**config.mk**
```make
export PLATFORM = sky130hd
export DESIGN_NAME = monitor_command
export DESIGN_NICKNAME = d
export VERILOG_FILES = /design/src/rtl/monitor_pkg.sv /design/src/rtl/monitor_command.sv
export SDC_FILE = /design/constraint.sdc
export NUM_CORES = 1
export LEC_CHECK = 0
export ABC_AREA = 1
export BUFFER_PORTS_ARGS = -buffer_cell sky130_fd_sc_hd__buf_2
export CAP_MARGIN = 20
export CORE_ASPECT_RATIO = 1.5
export CORE_MARGIN = 2
export CORE_UTILIZATION = 45
export CTS_CLUSTER_SIZE = 14
export DETAILED_ROUTE_END_ITERATION = 6
export GPL_ROUTABILITY_DRIVEN = 0
export PLACE_DENSITY = 0.73
export SYNTH_ARGS = -nofsm -noshare
export SYNTH_HDL_FRONTEND = slang
export SYNTH_SLANG_ARGS = --single-unit
export TNS_END_PERCENT = 30
```
**constraint.sdc**
```tcl
create_clock -name clk_sys -period 4.1 [get_ports clk_sys]
set_clock_uncertainty 0.1 [all_clocks]
set_input_delay 0.205 -clock clk_sys [delete_from_list [all_inputs] [get_ports clk_sys]]
set_output_delay 0.205 -clock clk_sys [all_outputs]
set_load 0.01 [all_outputs]
```
**src/rtl/monitor_pkg.sv**
```systemverilog
// Constants shared by the serial monitor command block.
// Assumes a single 40 MHz system clock and a one-pin half-duplex link.
package monitor_pkg;
	// System clock rate in Hz
	localparam int unsigned CLK_HZ = 40000000;
	// Default link rate in baud
	localparam int unsigned BAUD_DEFAULT = 9600;
	// Command opcodes
	localparam logic [7:0] OP_INDEXED_FETCH = 8'h1A;
	localparam logic [7:0] OP_STACK_QUERY = 8'h0C;
	localparam logic [7:0] OP_RUN = 8'h28;
	// Security range in flash
	localparam logic [15:0] SEC_FIRST = 16'hFFF6;
	localparam logic [15:0] SEC_LAST = 16'hFFFD;
	localparam int unsigned SEC_COUNT = 8;
	// Entry-select must stay low this many crystal cycles after reset
	localparam int unsigned ENTRY_HOLD_XTAL = 24;
	// Link framing, in bit times
	localparam int unsigned BREAK_BITS = 10;
	localparam int unsigned TURN_BITS = 2;
	localparam int unsigned CANCEL_BITS = 11;
	localparam int unsigned FRAME_BITS = 10;
	// Stack frame offsets above the stack pointer
	localparam logic [15:0] STK_HIGH_INDEX = 16'h0001;
	localparam logic [15:0] STK_CCR = 16'h0002;
	localparam logic [15:0] STK_ACC = 16'h0003;
	localparam logic [15:0] STK_LOW_INDEX = 16'h0004;
	localparam logic [15:0] STK_PC_HIGH = 16'h0005;
	localparam logic [15:0] STK_PC_LOW = 16'h0006;
	// Value returned for locked flash reads
	localparam logic [7:0] LOCKED_DATA = 8'h00;
	// Flash address range (start)
	localparam logic [15:0] FLASH_BASE_DEFAULT = 16'hE000;
endpackage

```
**src/rtl/monitor_command.sv**
```systemverilog
// Serial monitor command interpreter and security gate.
// Assumes the CPU core offers a simple memory port answering in one cycle
// and accepts entry and run requests as one-cycle pulses.
`timescale 1ns/1ps
module monitor_command #(
	parameter int unsigned BAUD = monitor_pkg::BAUD_DEFAULT,
	parameter logic [15:0] FLASH_BASE = monitor_pkg::FLASH_BASE_DEFAULT
) (
	// Clock and reset
	input wire logic clk_sys,
	input wire logic srst,
	// Serial data pin, split into three signals
	input wire logic serial_data_pin_in,
	output logic serial_data_pin_out,
	output logic serial_data_pin_oe,
	// Entry-select pin
	input wire logic entry_select_pin,
	// CPU memory port
	output logic mem_rd,
	output logic [15:0] mem_addr,
	input wire logic [7:0] mem_rdata,
	// CPU register view
	input wire logic [15:0] stack_pointer,
	input wire logic [15:0] fetch_addr,
	input wire logic fetch_valid,
	// CPU control requests
	output logic software_interrupt,
	output logic push_high_index,
	output logic pop_high_index,
	output logic return_from_interrupt,
	output logic illegal_reset,
	// Status
	output logic unlocked,
	output logic monitor_active,
	output logic [7:0] read_data
);
	import monitor_pkg::*;

	localparam int unsigned BIT_CYC = CLK_HZ / BAUD;
	localparam int unsigned CNT_W = $clog2(BIT_CYC * CANCEL_BITS + 1);

	// Elaboration check: a bit must span a few clocks for centre sampling
	if (BAUD == 0 || BIT_CYC < 4) begin : g_baud_check
		$error("BAUD too high for the system clock");
	end

	typedef enum logic [9:0] {
		ST_ENTRY = 10'b0000000001,
		ST_SEC_RX = 10'b0000000010,
		ST_BREAK = 10'b0000000100,
		ST_CMD_RX = 10'b0000001000,
		ST_FETCH = 10'b0000010000,
		ST_TX_WAIT = 10'b0000100000,
		ST_TX = 10'b0001000000,
		ST_CANCEL = 10'b0010000000,
		ST_RUN = 10'b0100000000,
		ST_USER = 10'b1000000000
	} state_e;

	state_e state;
	// Two-stage pin synchroniser
	logic rx_meta;
	logic rx_sync;
	// Two-stage entry-select synchroniser
	logic sel_meta;
	logic sel_sync;
	// Receiver
	logic rx_busy;
	logic [CNT_W-1:0] rx_cnt;
	logic [3:0] rx_bits;
	logic [8:0] rx_shift;
	logic rx_done;
	logic rx_break;
	logic [7:0] rx_byte;
	// Transmit queue: up to three bytes
	logic [7:0] tx_q [0:2];
	logic [1:0] tx_n;
	logic [1:0] tx_idx;
	logic tx_is_break;
	logic [CNT_W-1:0] tx_cnt;
	logic [3:0] tx_bits;
	logic [9:0] tx_shift;
	// Sequencing
	logic [3:0] sec_idx;
	logic sec_fail;
	// Cycles since reset release, for the entry-select hold time
	logic [4:0] entry_cnt;
	logic [15:0] last_addr;
	logic [1:0] fetch_step;
	logic [7:0] fetch_hi;
	logic [CNT_W-1:0] wait_cnt;
	logic mem_pending;

	// Truncate a bit-time multiple to the counter width
	function automatic logic [CNT_W-1:0] bit_times(input int unsigned n);
		return CNT_W'(BIT_CYC * n);
	endfunction

	// Address falls inside flash
	function automatic logic in_flash(input logic [15:0] a);
		return a >= FLASH_BASE;
	endfunction

	// Pin synchroniser; first stage feeds only the second
	always_ff @(posedge clk_sys) begin
		if (srst) begin
			rx_meta <= 1'b1;
			rx_sync <= 1'b1;
			sel_meta <= 1'b1;
			sel_sync <= 1'b1;
		end else begin
			rx_meta <= serial_data_pin_in;
			rx_sync <= rx_meta;
			sel_meta <= entry_select_pin;
			sel_sync <= sel_meta;
		end
	end

	// NRZ receiver, centre-sampled; all-zero frame flags a break
	// NRZ receive framing
	always_ff @(posedge clk_sys) begin
		rx_done <= 1'b0;
		rx_break <= 1'b0;
		if (srst) begin
			rx_busy <= 1'b0;
			rx_cnt <= '0;
			rx_bits <= '0;
			rx_shift <= '0;
			rx_byte <= '0;
		end else if (serial_data_pin_oe) begin
			// Half duplex: ignore the line while we drive it
			rx_busy <= 1'b0;
		end else if (!rx_busy) begin
			if (!rx_sync) begin
				rx_busy <= 1'b1;
				rx_cnt <= CNT_W'(BIT_CYC / 2);
				rx_bits <= '0;
			end
		end else if (rx_cnt != '0) begin
			rx_cnt <= rx_cnt - 1'b1;
		end else begin
			// Reload one cycle short: the zero count is itself a cycle
			rx_cnt <= bit_times(1) - 1'b1;
			rx_shift <= {rx_sync, rx_shift[8:1]};
			rx_bits <= rx_bits + 1'b1;
			if (rx_bits == '0 && rx_sync) begin
				// False start (glitch or tail of a break): drop the frame
				rx_busy <= 1'b0;
			end else if (rx_bits == 4'(FRAME_BITS - 1)) begin
				rx_busy <= 1'b0;
				if (!rx_sync && rx_shift[8:1] == 8'h00) begin
					rx_break <= 1'b1;
				end else begin
					rx_done <= 1'b1;
					rx_byte <= rx_shift[8:1];
				end
			end
		end
	end

	// Main sequencer
	always_ff @(posedge clk_sys) begin
		software_interrupt <= 1'b0;
		push_high_index <= 1'b0;
		pop_high_index <= 1'b0;
		return_from_interrupt <= 1'b0;
		illegal_reset <= 1'b0;
		mem_rd <= 1'b0;
		if (srst) begin
			state <= ST_ENTRY;
			entry_cnt <= '0;
			unlocked <= 1'b0;
			sec_idx <= '0;
			sec_fail <= 1'b0;
			last_addr <= '0;
			fetch_step <= '0;
			fetch_hi <= '0;
			wait_cnt <= '0;
			mem_pending <= 1'b0;
			mem_addr <= '0;
			read_data <= '0;
			monitor_active <= 1'b0;
			tx_n <= '0;
			tx_is_break <= 1'b0;
			for (int i = 0; i < 3; i++) begin
				tx_q[i] <= '0;
			end
		end else begin
			case (state)
				ST_ENTRY: begin
					if (entry_cnt != 5'(ENTRY_HOLD_XTAL - 1)) begin
						// Let the host's hold time run before looking at the pin
						entry_cnt <= entry_cnt + 1'b1;
					end else if (!sel_sync) begin
						software_interrupt <= 1'b1;
						push_high_index <= 1'b1;
						monitor_active <= 1'b1;
						state <= ST_SEC_RX;
					end else begin
						state <= ST_USER;
					end
				end
				ST_SEC_RX: begin
					if (mem_pending) begin
						mem_pending <= 1'b0;
						if (mem_rdata != rx_byte) begin
							sec_fail <= 1'b1;
						end
						tx_q[0] <= rx_byte;
						tx_n <= 2'd1;
						tx_is_break <= 1'b0;
						wait_cnt <= bit_times(TURN_BITS);
						state <= ST_TX_WAIT;
						sec_idx <= sec_idx + 1'b1;
						last_addr <= mem_addr;
					end else if (rx_done) begin
						mem_rd <= 1'b1;
						mem_addr <= SEC_FIRST + 16'(sec_idx);
						mem_pending <= 1'b1;
					end
				end
				ST_BREAK: begin
					unlocked <= !sec_fail;
					tx_is_break <= 1'b1;
					tx_n <= 2'd1;
					wait_cnt <= '0;
					state <= ST_TX_WAIT;
				end
				ST_CMD_RX: begin
					if (rx_done) begin
						tx_q[0] <= rx_byte;
						tx_is_break <= 1'b0;
						wait_cnt <= bit_times(TURN_BITS);
						if (rx_byte == OP_INDEXED_FETCH) begin
							fetch_step <= '0;
							state <= ST_FETCH;
						end else if (rx_byte == OP_STACK_QUERY) begin
							tx_q[1] <= 8'((stack_pointer + STK_HIGH_INDEX) >> 8);
							tx_q[2] <= 8'(stack_pointer + STK_HIGH_INDEX);
							tx_n <= 2'd3;
							state <= ST_TX_WAIT;
						end else if (rx_byte == OP_RUN) begin
							tx_n <= 2'd1;
							state <= ST_TX_WAIT;
						end else begin
							tx_n <= 2'd1;
							state <= ST_TX_WAIT;
						end
					end
				end
				ST_FETCH: begin
					if (fetch_step[0] == 1'b0) begin
						mem_rd <= 1'b1;
						mem_addr <= last_addr + 16'h0001;
						fetch_step <= fetch_step + 1'b1;
					end else begin
						read_data <= (!unlocked && in_flash(mem_addr)) ? LOCKED_DATA : mem_rdata;
						last_addr <= mem_addr;
						if (fetch_step == 2'd1) begin
							fetch_hi <= (!unlocked && in_flash(mem_addr)) ? LOCKED_DATA : mem_rdata;
							fetch_step <= 2'd2;
						end else begin
							tx_q[1] <= fetch_hi;
							tx_q[2] <= (!unlocked && in_flash(mem_addr)) ? LOCKED_DATA : mem_rdata;
							tx_n <= 2'd3;
							state <= ST_TX_WAIT;
						end
					end
				end
				ST_TX_WAIT: begin
					if (wait_cnt != '0) begin
						wait_cnt <= wait_cnt - 1'b1;
					end else begin
						state <= ST_TX;
					end
				end
				ST_TX: begin
					if (tx_bits == '0 && tx_cnt == '0 && !serial_data_pin_oe) begin
						if (tx_idx == tx_n) begin
							if (tx_is_break) begin
								tx_is_break <= 1'b0;
								state <= ST_CMD_RX;
							end else if (sec_idx < 4'(SEC_COUNT)) begin
								// Next security byte, match or not
								state <= ST_SEC_RX;
							end else if (sec_idx == 4'(SEC_COUNT)) begin
								sec_idx <= sec_idx + 1'b1;
								state <= ST_BREAK;
							end else begin
								wait_cnt <= bit_times(CANCEL_BITS);
								state <= ST_CANCEL;
							end
						end
					end
				end
				ST_CANCEL: begin
					if (rx_break) begin
						state <= ST_CMD_RX;
					end else if (wait_cnt != '0) begin
						wait_cnt <= wait_cnt - 1'b1;
					end else if (tx_q[0] == OP_RUN) begin
						state <= ST_RUN;
					end else begin
						state <= ST_CMD_RX;
					end
				end
				ST_RUN: begin
					pop_high_index <= 1'b1;
					return_from_interrupt <= 1'b1;
					monitor_active <= 1'b0;
					state <= ST_USER;
				end
				ST_USER: begin
					if (fetch_valid && in_flash(fetch_addr) && !unlocked) begin
						illegal_reset <= 1'b1;
					end
				end
				default: state <= ST_ENTRY;
			endcase
		end
	end

	// Transmitter: queued bytes, or ten zero bits as a break
	always_ff @(posedge clk_sys) begin
		if (srst) begin
			serial_data_pin_out <= 1'b1;
			serial_data_pin_oe <= 1'b0;
			tx_cnt <= '0;
			tx_bits <= '0;
			tx_shift <= '1;
		end else if (state == ST_TX && tx_bits == '0 && tx_cnt == '0 && !serial_data_pin_oe
			&& tx_idx != tx_n) begin
			// Load next frame: start, eight data LSB first, stop
			tx_shift <= tx_is_break ? 10'h000 : {1'b1, tx_q[tx_idx], 1'b0};
			tx_bits <= 4'(BREAK_BITS);
			tx_cnt <= '0;
			serial_data_pin_oe <= 1'b1;
		end else if (serial_data_pin_oe) begin
			if (tx_cnt != '0) begin
				tx_cnt <= tx_cnt - 1'b1;
			end else if (tx_bits != '0) begin
				serial_data_pin_out <= tx_shift[0];
				tx_shift <= {1'b1, tx_shift[9:1]};
				tx_bits <= tx_bits - 1'b1;
				tx_cnt <= bit_times(1) - 1'b1;
			end else begin
				// Frame finished: release the pin high
				serial_data_pin_out <= 1'b1;
				serial_data_pin_oe <= 1'b0;
			end
		end
	end

	// Frame index advances when a frame is released
	always_ff @(posedge clk_sys) begin
		if (srst) begin
			tx_idx <= '0;
		end else if (state == ST_TX_WAIT) begin
			tx_idx <= '0;
		end else if (serial_data_pin_oe && tx_cnt == '0 && tx_bits == '0) begin
			tx_idx <= tx_idx + 1'b1;
		end
	end
endmodule

```
# Word level (Yosys, flattened, before mapping)
# Memories as Yosys holds them, arrays and structs flattened. A register that Yosys moved wholly into a read port is not among the register bits.
# Cells that the tools add are included.
dict set report word_totals {
  reg_bits 174
  mem_bits_rw 24
  out_inout_bits 34
  wordCells 303
  n_memories 1
}
# name words width rd rd_clocked_by_memory_dff wr line
set mem_list {}
lappend mem_list {tx_q 3 8 2 1 3 monitor_command.sv:76} ;# logic [7:0] tx_q [0:2];
dict set report op_classes {
  add_sub_neg 12
  magnitude_cmp 3
  eq_ne 44
  muxes 126
  bitwise 16
  n_reduce_logical 63
}
# cell n
set op_table {}
lappend op_table {{2-to-1 mux 16 bit} 19}
lappend op_table {{2-to-1 mux 10 bit} 16}
lappend op_table {{case mux 10 bit (10 select lines)} 1}
lappend op_table {{case mux 16 bit (6 select lines)} 1}
lappend op_table {{2-to-1 mux 8 bit} 10}
lappend op_table {{case mux 16 bit (2 select lines)} 2}
lappend op_table {{2-to-1 mux 4 bit} 13}
lappend op_table {{nonzero test 16 bit} 3}
lappend op_table {{subtractor 16 x 1 -> 16 bit (second input constant)} 3}
lappend op_table {{2-to-1 mux 1 bit} 44}
lappend op_table {{!= test 2 bit (second input constant)} 21}
lappend op_table {{adder 16 x 1 -> 16 bit (second input constant)} 2}
lappend op_table {{>= comparator 16 bit (second input constant)} 2}
lappend op_table {{AND reduction 3 bit} 10}
lappend op_table {{2-to-1 mux 2 bit} 12}
lappend op_table {{zero test 16 bit} 1}
lappend op_table {{nonzero test 2 bit} 7}
lappend op_table {{logical AND 1 bit} 13}
lappend op_table {{AND reduction 6 bit} 2}
lappend op_table {{nonzero test 4 bit} 3}
lappend op_table {{== test 10 x 1 -> 1 bit (second input constant)} 1}
lappend op_table {{== test 10 bit (second input constant)} 1}
lappend op_table {{== test 10 x 2 -> 1 bit (second input constant)} 1}
lappend op_table {{== test 10 x 3 -> 1 bit (second input constant)} 1}
lappend op_table {{other kinds (45)} 75}

# Depth between registers and ports, before layout
# Gate-level depths: netlist of run 1.
dict set report depth {
  ltp_word 9
  depth_mapped 14
  ltp_nobuf 13
}

# Least setup slack after synthesis of run 1
# Ideal clock, no wire load.
dict set report synth_timing {
  path_type {register -> register}
  start {register state[9]}
  end {memory tx_q[1][0], enable pin}
  setup_time_ps 447
  arrival_ps 2856
  slack_ps 697
  stages_incl_launch_ff 6
  path_buffers 0
  synth_period_minus_slack_ps 3403
  path_cell_list {dfxtp_1 nor2_4 nand3_1 nor2_2 nand2_1 o311ai_0}
}
# element line
set synth_lines {}
lappend synth_lines {{from (decl)} monitor_command.sv:60} ;# state_e state;
lappend synth_lines {{from (signal assigned)} monitor_command.sv:170} ;# state <= ST_ENTRY;
lappend synth_lines {{from (signal assigned)} monitor_command.sv:198} ;# state <= ST_SEC_RX;
lappend synth_lines {{from (signal assigned)} monitor_command.sv:200} ;# state <= ST_USER;
lappend synth_lines {{to (decl)} monitor_command.sv:76}

# Worst setup path in the final report of run 1
dict set report layout_timing {
  start {register state[0]}
  end {register tx_cnt[10]}
}
dict set report layout_via {
  elab_chain_len 6
}
# element line
set layout_lines {}
lappend layout_lines {{== test 10 x 7 -> 1 bit} monitor_command.sv:331} ;# end else if (state == ST_TX && tx_bits == '0 && tx_cnt == '0 && !serial_data_pin_oe
lappend layout_lines {{logical AND 1 bit (3 in a row)} monitor_command.sv:331}
lappend layout_lines {{logical AND 1 bit} monitor_command.sv:332} ;# && tx_idx != tx_n) begin
lappend layout_lines {{OR reduction 2 bit (no source line)} n/a}
lappend layout_lines {{to (signal assigned)} monitor_command.sv:340} ;# tx_cnt <= tx_cnt - 1'b1;
lappend layout_lines {{to (signal assigned)} monitor_command.sv:345} ;# tx_cnt <= bit_times(1) - 1'b1;
lappend layout_lines {{to (decl)} monitor_command.sv:80} ;# logic [CNT_W-1:0] tx_cnt;
# No other way between the ends.
# A chain may end at the register's enable or synchronous reset.

==> impl_metrics.csv, run 1 <==
group,metric,value,unit
timing,tns,0,ns
clock_tree,cts_max_level,4,
setup_path,worst_ep_required_time,4.34,ns
layout,areaGrowthSynthToFinish,10.97,%
clock_tree,cts_tree,"done",
timing,max_slew_margin,54.90,%
pwr,peakVddDrop,0.3008,mV
timing,rsz0062_at_grt,"no",
setup_path,startpoint_type,"flop",
routing,drc,0,
synth,synthDistinctLibCells,52,
setup_path,critical_path_class,"reg -> reg",
routing,wirelength,24810,µm
setup_path,end_kind,"flop",
global_routing,grt_overflow_total,0,
outcome,status,"complete, no violations",
pwr,powerDensity,370.9,mW/mm²
global_routing,top_usage_layer,"met2",
placement,place_worst_setup_slack,1.169,ns
global_routing,grt_start_max_net_pins,67,
synth,yosysMostFrequentCell,"nand2_1",
routing,drtAntennaViolNets,0,
global_routing,grt_usage,20.78,%
floorplanning,dieArea,0.02440,mm²
min_path,min_path_type,"in -> reg",
placement,hpwl,18130,µm
floorplanning,coreArea,0.02289,mm²
setup_path,slowest_delay,0.42,ns
layout,drive_above_1_share,11.00,%
floorplanning,die_h,190.3,µm
layout,diodes,0,
placement,port-buffer-count,65,
timing,tightest_slew,0.6749,ns
floorplanning,dieWidth,128.2,µm
placement,dpl_cell_area,0.01091,mm²
floorplanning,pin_count,79,
pwr,power.total,4.286,mW
setup_path,cp.arrival,3.19,ns
synth,ys.flop_type,"dfxtp_1",
global_routing,grt_pass1_vias,8880,
global_routing,use_met3,3.535,%
clock_tree,cts.path.max_buffers,2,
timing,finalSetupViolations,0,
floorplanning,rows,68,
synth,synth_top_area_share,33.65,%
layout,layout.nets,1579,
routing,wire_per_inst,13.73,µm
layout,post-route-util,50.49,%
pwr,p_leak,5.175,nW
timing,setup_ws,1.148,ns
global_routing,grt_util_met1,23.44,%
clock_tree,postCtsHoldBufs,6,
routing,num_vias,9501,
synth,synth-edff-count,24,
routing,dr.pass1.iters,7,
clock_tree,clockRootBuffer,"clkbuf_16",
synth,synth_area_leaders,"dfxtp_1 (34%), nand2_1 (9.8%), nor2_1 (7.1%)",
setup_path,cp_common_cell,"nor2_1",
synth,syn_area,0.01041,mm²
setup_path,crit_family,"simple AND/OR/NAND/NOR gates",
synth,syn_inst,1463,
clock_tree,cts-buffers-inserted,17,
synth,synth_area_per_cell,7.117,µm²
routing,routed_via_density,5.258,
synth,yosysWarnings,0,
timing,finalHoldViolations,0,
global_routing,grt_pass1_wl,41250,µm
clock_tree,cts_resized,0,
clock_tree,clkSinkCount,199,
synth,ys_top_cells_by_count,"nand2_1 (273), nor2_1 (197), dfxtp_1 (175), inv_1 (159), o21ai_0 (132)",
clock_tree,path_clk_slew,0.07,ns
floorplanning,initial_core_util,45.50,%
global_routing,gr-usage-met2,37.79,%
setup_path,worstPathMaxFanout,15,
setup_path,critPathBufInv,1,
clock_tree,insertion_delay,0.45,ns
timing,slew_viol_final,0,
global_routing,antenna_found_initial,0,
layout,fin_area,0.01155,mm²
run,cap_violations,0,
timing,max_clock_freq,338.8,MHz
routing,drt_iter0_drc,391,
synth,synth_top_cell_by_area,"dfxtp_1",
clock_tree,cts_setup_buffers,0,
synth,ys_ff_latch,199,
setup_path,cp_slowest_cell,"nand2_1",
synth,async_flop_share,0,%
synth,syn_nets,1528,
setup_path,path_cells,"nor2_2, nand2_1, nor3_1, nand3_1, nor2_1, nand2_2, nand2_1, nor2_1, inv_2, nor2_1",
timing,fin_crit,2.952,ns
timing,period_share,72.00,%
synth,ys_seq_area_share,40.57,%
-- tightest hold or removal path, cell delays in order --
cell     delay, ns
buf_2         0.12
nand2_1       0.12
a21oi_1       0.08
-- layer usage --
layer	part of all wire [%]	wire, µm
met4	3.8	937
met2	51	12600
met1	42	10490
met3	3.1	777
met5	0	0
-- registers in the layout, indices dropped and copies added, names as in the netlist, 2 cells and up, named ones only --
name,count
entry_cnt,5
fetch_hi,8
fetch_step,2
last_addr,16
mem_addr,16
read_data,8
rx_bits,4
rx_byte,8
rx_cnt,16
rx_shift,8
sec_idx,4
state,10
tx_bits,4
tx_cnt,16
tx_idx,2
tx_n,2
tx_q,24
tx_shift,10
wait_cnt,16
-- final timing paths --
kind,startpoint,end,slack (ns),cells after the start
worst max-delay path,state[0],tx_cnt[10],1.15,10
worst min-delay path,mem_rdata[2],fetch_hi[2],0.03,3
worst max register to register,state[0],tx_cnt[10],1.15,10
worst min register to register,rx_meta,rx_sync,0.31,1
-- per-stage QoR --
stage / std cells / hold slack (ns)
global route: 1807 / 0.02778
CTS: 1806 / 0.009812
global placement: 1768 / 0.2890
floorplan: 1463 / 0.2088
finish: 1807 / 0.02992
detailed placement: 1768 / 0.2930
-- layout make-up --
cell class	instances	area (µm²)
multi-input combinational	1049	5333
sequential	199	4224
timing repair buffer	78	445.4
clock buffer	20	446.7
clock inverter	12	118.9
tap	280	350.3
fill	2191	11330
inverter	169	636.9
-- logic make-up after synthesis --
logic type | share of synthesized area [%]
adders and majority gates | 2.403
AOI/OAI and AO/OA | 14.77
and+or+nand+nor | 30.19
buffers and inverters | 8.291
DFF | 40.57
xor gates and xnor gates | 3.785
-- cells in the final DEF, fill, tap and decap left out, types with 3 or more instances in the layout --
cell type / Yosys / layout
inv_1: 159 / 159
clkbuf_16: 0 / 17
buf_2: 13 / 65
nand3_1: 99 / 99
nor2_2: 15 / 15
a21oi_1: 119 / 119
o31ai_1: 3 / 3
nor2_8: 3 / 3
edfxtp_1: 24 / 24
nor3_1: 34 / 34
o21ai_1: 3 / 3
a21oi_2: 4 / 4
nand3b_1: 6 / 6
o21ai_0: 132 / 132
clkinvlp_4: 0 / 3
nor2_1: 197 / 197
o211ai_1: 6 / 6
o22ai_1: 6 / 6
o211a_1: 3 / 3
or2_2: 14 / 14
xnor2_1: 13 / 13
clkinv_4: 0 / 3
and3_1: 3 / 3
nand2_1: 273 / 273
dlygate4sd3_1: 0 / 6
nor4_1: 5 / 5
ha_1: 20 / 20
a31oi_1: 4 / 4
inv_2: 8 / 9
dfxtp_1: 175 / 175
nand2_2: 6 / 6
nor3_2: 3 / 3
xor2_1: 32 / 32
nand4_1: 27 / 27
buf_4: 3 / 6
-- power breakdown --
group / leakage (nW) / switching, mW / internal [mW]
Clock: 0.269 / 0.781 / 0.864
Sequential: 1.66 / 0.0486 / 2.02
Combinational: 3.24 / 0.398 / 0.176
Total: 5.17 / 1.23 / 3.06
Power figures use the tool's default switching activity.
==> run 2, diff against run 1 <==
--- a/config.mk
+++ b/config.mk
@@ -14,7 +14,7 @@
 export CTS_CLUSTER_SIZE = 14
 export DETAILED_ROUTE_END_ITERATION = 6
 export GPL_ROUTABILITY_DRIVEN = 0
-export PLACE_DENSITY = 0.73
+export PLACE_DENSITY = 0.75
 export SYNTH_ARGS = -nofsm -noshare
 export SYNTH_HDL_FRONTEND = slang
 export SYNTH_SLANG_ARGS = --single-unit
==> constraint.sdc (replaced) <==
create_clock -name clk_sys -period 2.5 [get_ports clk_sys]
set_clock_uncertainty 0.1 [all_clocks]
set_input_delay 0.125 -clock clk_sys [delete_from_list [all_inputs] [get_ports clk_sys]]
set_output_delay 0.125 -clock clk_sys [all_outputs]
set_load 0.01 [all_outputs]
==> run 2 against run 1 <==
Compared with the run above:
- core utilization is 1.3 points higher
- worst hold slack better by 0.070 ns
- via count is 1.7% higher
- combinational power is 76% higher
- global-route usage is 0.36 points higher
- critical path depth is 1 lower
- setup slack worse by 0.89 ns
- die area stayed put
- register-to-register slack worse by 0.89 ns
- first-iteration DRC count is 23% higher
==> impl_metrics.csv, run 2 (synthesis results as in run 1) <==
group,metric,value,unit
routing,wirelength,25180,µm
clock_tree,cts_setup_buffers,0,
layout,final_cell_mix,"nand2_1 (272), nor2_1 (197), dfxtp_1 (175), inv_1 (159), o21ai_0 (132)",
placement,port-buffer-count,65,
pwr,p_leak,5.316,nW
timing,tns,0,ns
global_routing,grt_overflow_total,0,
timing,period_share,89.86,%
clock_tree,cts-buffers-inserted,17,
setup_path,critical_path_class,"reg -> reg",
timing,max_slew_margin,66.14,%
timing,worst_hold_slack,0.1004,ns
layout,fillers,2139,
timing,tightest_slew,0.5078,ns
floorplanning,rows,68,
pwr,powerDensity,591.8,mW/mm²
setup_path,worstPathMaxFanout,11,
clock_tree,clkSinkCount,199,
min_path,min_path_type,"in -> reg",
layout,areaGrowthSynthToFinish,13.77,%
timing,finalSetupViolations,0,
timing,rsz0062_at_grt,"no",
clock_tree,insertion_delay,0.45,ns
routing,wire_per_inst,13.68,µm
setup_path,cp.arrival,2.45,ns
pwr,peakVddDrop,0.5386,mV
setup_path,startpoint_type,"flop",
setup_path,worst_ep_required_time,2.70,ns
timing,fin_crit,2.247,ns
clock_tree,cts_tree,"done",
layout,diodes,0,
timing,max_clock_freq,445.1,MHz
floorplanning,dieArea,0.02440,mm²
floorplanning,pin_count,79,
layout,drive_above_1_share,12.17,%
routing,routed_via_density,5.248,
clock_tree,cts_max_level,4,
floorplanning,coreArea,0.02289,mm²
layout,multi_input_area,0.005346,mm²
layout,regMostFlops,"tx_q",
placement,hpwl,18390,µm
routing,drtAntennaViolNets,0,
clock_tree,path_clk_slew,0.07,ns
layout,largest_register_ffs,24,
clock_tree,clockRootBuffer,"clkbuf_16",
floorplanning,dieWidth,128.2,µm
global_routing,grt_pass1_vias,9247,
floorplanning,die_h,190.3,µm
global_routing,grt_start_max_net_pins,109,
layout,regArea,0.004224,mm²
setup_path,end_kind,"flop",
global_routing,antenna_found_initial,0,
layout,layout.nets,1613,
floorplanning,initial_core_util,45.50,%
layout,final_common_cell,"nand2_1",
routing,drc,0,
global_routing,grt_usage,21.14,%
routing,num_vias,9662,
timing,finalHoldViolations,0,
outcome,status,"complete, no violations",
routing,drt_iter0_drc,481,
timing,slew_viol_final,0,
run,cap_violations,0,
clock_tree,cts.path.max_buffers,2,
global_routing,grt_pass1_wl,42260,µm
routing,dr.pass1.iters,5,
run 2: cell types whose count changed in the layout (fill, tap and decap cells not counted), moves of 2 or more:
cell	delta
buf_4	+19
dlygate4sd3_1	+15
inv_6	+3
clkbuf_1	-2
clkinvlp_4	+2
run 2: layer usage:
metal  vias up  routed length, µm  track usage (%)
met5         -                  0                0
met4         0                932            10.57
met3        62                820            3.199
met2       210              13060            38.75
met1      4414              10370            23.45
li1       4976                  -                -
run 2: through the flow:
stage | utilization [%] | area (µm²) | setup WS, ns | cells | power [mW]
after floorplan | - | 10420 | 0.2942 | 1463 | 4.162
final | 51.76 | 11850 | 0.2534 | 1841 | 7.011
after CTS | 51.70 | 11830 | 0.1267 | 1841 | 7.018
after global routing | 51.76 | 11850 | 0.01182 | 1841 | 7.312
after global placement | 48.40 | 11080 | 0.1939 | 1788 | 4.404
after detailed placement | 48.40 | 11080 | 0.1529 | 1788 | 4.422
run 2: timing repair:
item / in CTS / in global routing
endpoints found under the setup margin: 0 / 16
hold buffers: 21 / 0
resized for setup: 0 / 3
endpoints found under the hold margin: 28 / 0
run 2: critical path, stage by stage, from the launching register on:
cell,delay (ns)
dfxtp_1,0.39
nor2_4,0.19
nand2_4,0.15
nor2_2,0.26
nand2_1,0.12
o21ai_0,0.09
nand2_1,0.18
inv_1,0.32
o221ai_1,0.19
o21ai_1,0.11
run 2: final timing paths:
kind,start,to,slack (ns),cells past startpoint
max reg2reg,state[5],tx_q[1][4],0.25,9
min reg2reg,rx_meta,rx_sync,0.31,1
max,state[5],tx_q[1][4],0.25,9
min,stack_pointer[7],tx_q[2][7],0.10,3
run 2: final cells by class:
class	instances	area share, %
clock buffer	17	3.591
clock inverter	15	1.014
inverter	169	5.376
multi-input combinational	1049	45.13
sequential	199	35.66
tap	280	2.957
timing repair buffer	112	6.274
run 2: report_power, final:
group	total (mW)	switching, mW	internal, mW
Sequential	3.39	0.0799	3.31
Clock	2.61	1.32	1.29
Combinational	1.01	0.662	0.348
==> run 3, diff against run 2 <==
--- a/config.mk
+++ b/config.mk
@@ -8,7 +8,7 @@
 export ABC_AREA = 1
 export BUFFER_PORTS_ARGS = -buffer_cell sky130_fd_sc_hd__buf_2
 export CAP_MARGIN = 20
-export CORE_ASPECT_RATIO = 1.5
+export CORE_ASPECT_RATIO = 0.6
 export CORE_MARGIN = 2
 export CORE_UTILIZATION = 45
 export CTS_CLUSTER_SIZE = 14
==> run 3 against run 2 <==
Compared with the run above:
- non-clock buffer count grew 4
- worst hold slack lost 0.087 ns
- sequential share of layout area shrank 0.41 points
- die area is essentially flat
- routed wire length grew 6.6%
- combinational power grew 6%
- clock-buffer cell count grew 1
- clock power grew 7%
- critical endpoint is now state[8]
- highest routed layer unchanged
==> impl_metrics.csv, run 3 (synthesis results as in run 1) <==
group,metric,value,unit
setup_path,crit_family,"simple AND/OR/NAND/NOR gates",
timing,tns,0,ns
timing,period_share,93.40,%
global_routing,use_met3,6.126,%
timing,max_clock_freq,428.3,MHz
clock_tree,cts_max_level,4,
layout,areaGrowthSynthToFinish,15.09,%
routing,drc,0,
min_path,min_to,"tx_q[1][7]",
floorplanning,coreArea,0.02292,mm²
setup_path,path_cells,"inv_1, ha_1, nand2_1, nor3_1, nand3_1, nand2_1, nand3_1, nor2_4, nand2_1, nor3_1",
layout,regMostFlops,"tx_q",
placement,place_worst_setup_slack,0.1366,ns
setup_path,cp.arrival,2.59,ns
floorplanning,die_h,121.8,µm
min_path,holdPathStages,3,
timing,slew_viol_final,0,
global_routing,grt_pass1_wl,43740,µm
setup_path,worstPathMaxFanout,8,
clock_tree,path_clk_slew,0.08,ns
timing,finalSetupViolations,0,
timing,worst_hold_slack,0.01389,ns
min_path,min_path_type,"in -> reg",
global_routing,grt_pass1_vias,8936,
setup_path,end_kind,"flop",
routing,drtAntennaViolNets,0,
floorplanning,dieArea,0.02441,mm²
layout,regArea,0.004224,mm²
pwr,peakVddDrop,0.5181,mV
setup_path,r2r-start,"wait_cnt[0]",
pwr,power.total,7.262,mW
pwr,p_leak,5.367,nW
global_routing,gr-usage-met2,32.51,%
clock_tree,cts.path.max_buffers,2,
layout,final_cell_mix,"nand2_1 (271), nor2_1 (197), dfxtp_1 (175), inv_1 (158), o21ai_0 (132)",
layout,final_common_cell,"nand2_1",
layout,final_cells,1880,
pwr,powerDensity,606.0,mW/mm²
clock_tree,insertion_delay,0.45,ns
layout,drive_above_1_share,12.65,%
timing,fin_crit,2.335,ns
global_routing,top_usage_layer,"met2",
layout,multi_input_area,0.005354,mm²
floorplanning,pin_count,79,
clock_tree,cts_tree,"done",
layout,largest_register_ffs,24,
setup_path,critical_path_class,"reg -> reg",
routing,routed_via_density,5.255,
clock_tree,cts-buffers-inserted,17,
global_routing,antenna_found_initial,0,
timing,tightest_slew,0.5407,ns
layout,layout.nets,1617,
placement,post-place-cells,1824,
timing,setup_ws,0.1650,ns
floorplanning,dieWidth,200.4,µm
global_routing,grt_util_met1,32.34,%
placement,port-buffer-count,65,
clock_tree,clockRootBuffer,"clkbuf_16",
floorplanning,initial_core_util,45.43,%
min_path,worstHoldStart,"stack_pointer[15]",
setup_path,regToRegEndpoint,"state[8]",
setup_path,r2r_cells,10,
timing,finalHoldViolations,0,
routing,wirelength,26830,µm
layout,fillers,2194,
setup_path,slowest_delay,0.32,ns
global_routing,grt_start_max_net_pins,58,
global_routing,grt_overflow_total,0,
placement,dpl_cell_area,0.01113,mm²
run,cap_violations,0,
setup_path,r2r_setup_slack,0.16,ns
setup_path,cp_slowest_cell,"dfxtp_1",
setup_path,startpoint_type,"flop",
layout,diodes,0,
routing,num_vias,9880,
layout,post-route-util,52.29,%
layout,fin_area,0.01198,mm²
routing,wire_per_inst,14.27,µm
floorplanning,rows,43,
global_routing,grt_usage,22.18,%
clock_tree,clkSinkCount,199,
setup_path,critPathBufInv,1,
setup_path,cp_common_cell,"nand2_1",
placement,hpwl,19830,µm
routing,drt_iter0_drc,801,
routing,dr.pass1.iters,5,
timing,max_slew_margin,63.96,%
outcome,status,"complete, no violations",
setup_path,worst_ep_required_time,2.75,ns
-- run 3: final cells by class --
class,count,area share (%)
repair buffers,116,6.431
inverters,169,5.314
clock buffers,18,3.759
well taps,315,3.289
multi-input cells,1049,44.68
clock inverters,14,1.284
flip-flops and latches,199,35.25
-- run 3: worst max-delay path by stage --
stage | startpoint | endpoint | slack (ns) | depth (start not counted)
2_1_floorplan | state[9] | tx_q[1][0] | 0.29 | 5
3_3_place_gp | tx_bits[0] | state[0] | 0.20 | 11
3_5_place_dp | tx_bits[0] | state[8] | 0.14 | 10
4_1_cts | tx_bits[0] | state[8] | 0.12 | 10
5_1_grt | tx_cnt[0] | wait_cnt[3] | -0.03 | 12
6_report | wait_cnt[0] | state[8] | 0.16 | 10
-- run 3: timing repair --
item	CTS	global route
resized for setup	0	6
endpoints found under the hold margin	35	0
setup endpoints to repair	0	24
setup buffers	0	4
hold buffers	20	0
-- run 3: tightest hold or removal path: stages --
cell and delay [ns]:
buf_2 0.09, a21oi_1 0.04, o22ai_1 0.15
-- run 3: where the power goes --
group	switching [mW]	internal, mW
Sequential	0.0815	3.31
Combinational	0.690	0.384
Clock	1.40	1.39
-- run 3: metal layers --
| metal | up-vias | wire, µm |
|---|---|---|
| met5 | - | 0 |
| met4 | 0 | 246 |
| met3 | 24 | 2500 |
| met2 | 394 | 10850 |
| met1 | 4467 | 13240 |
| li1 | 4995 | - |
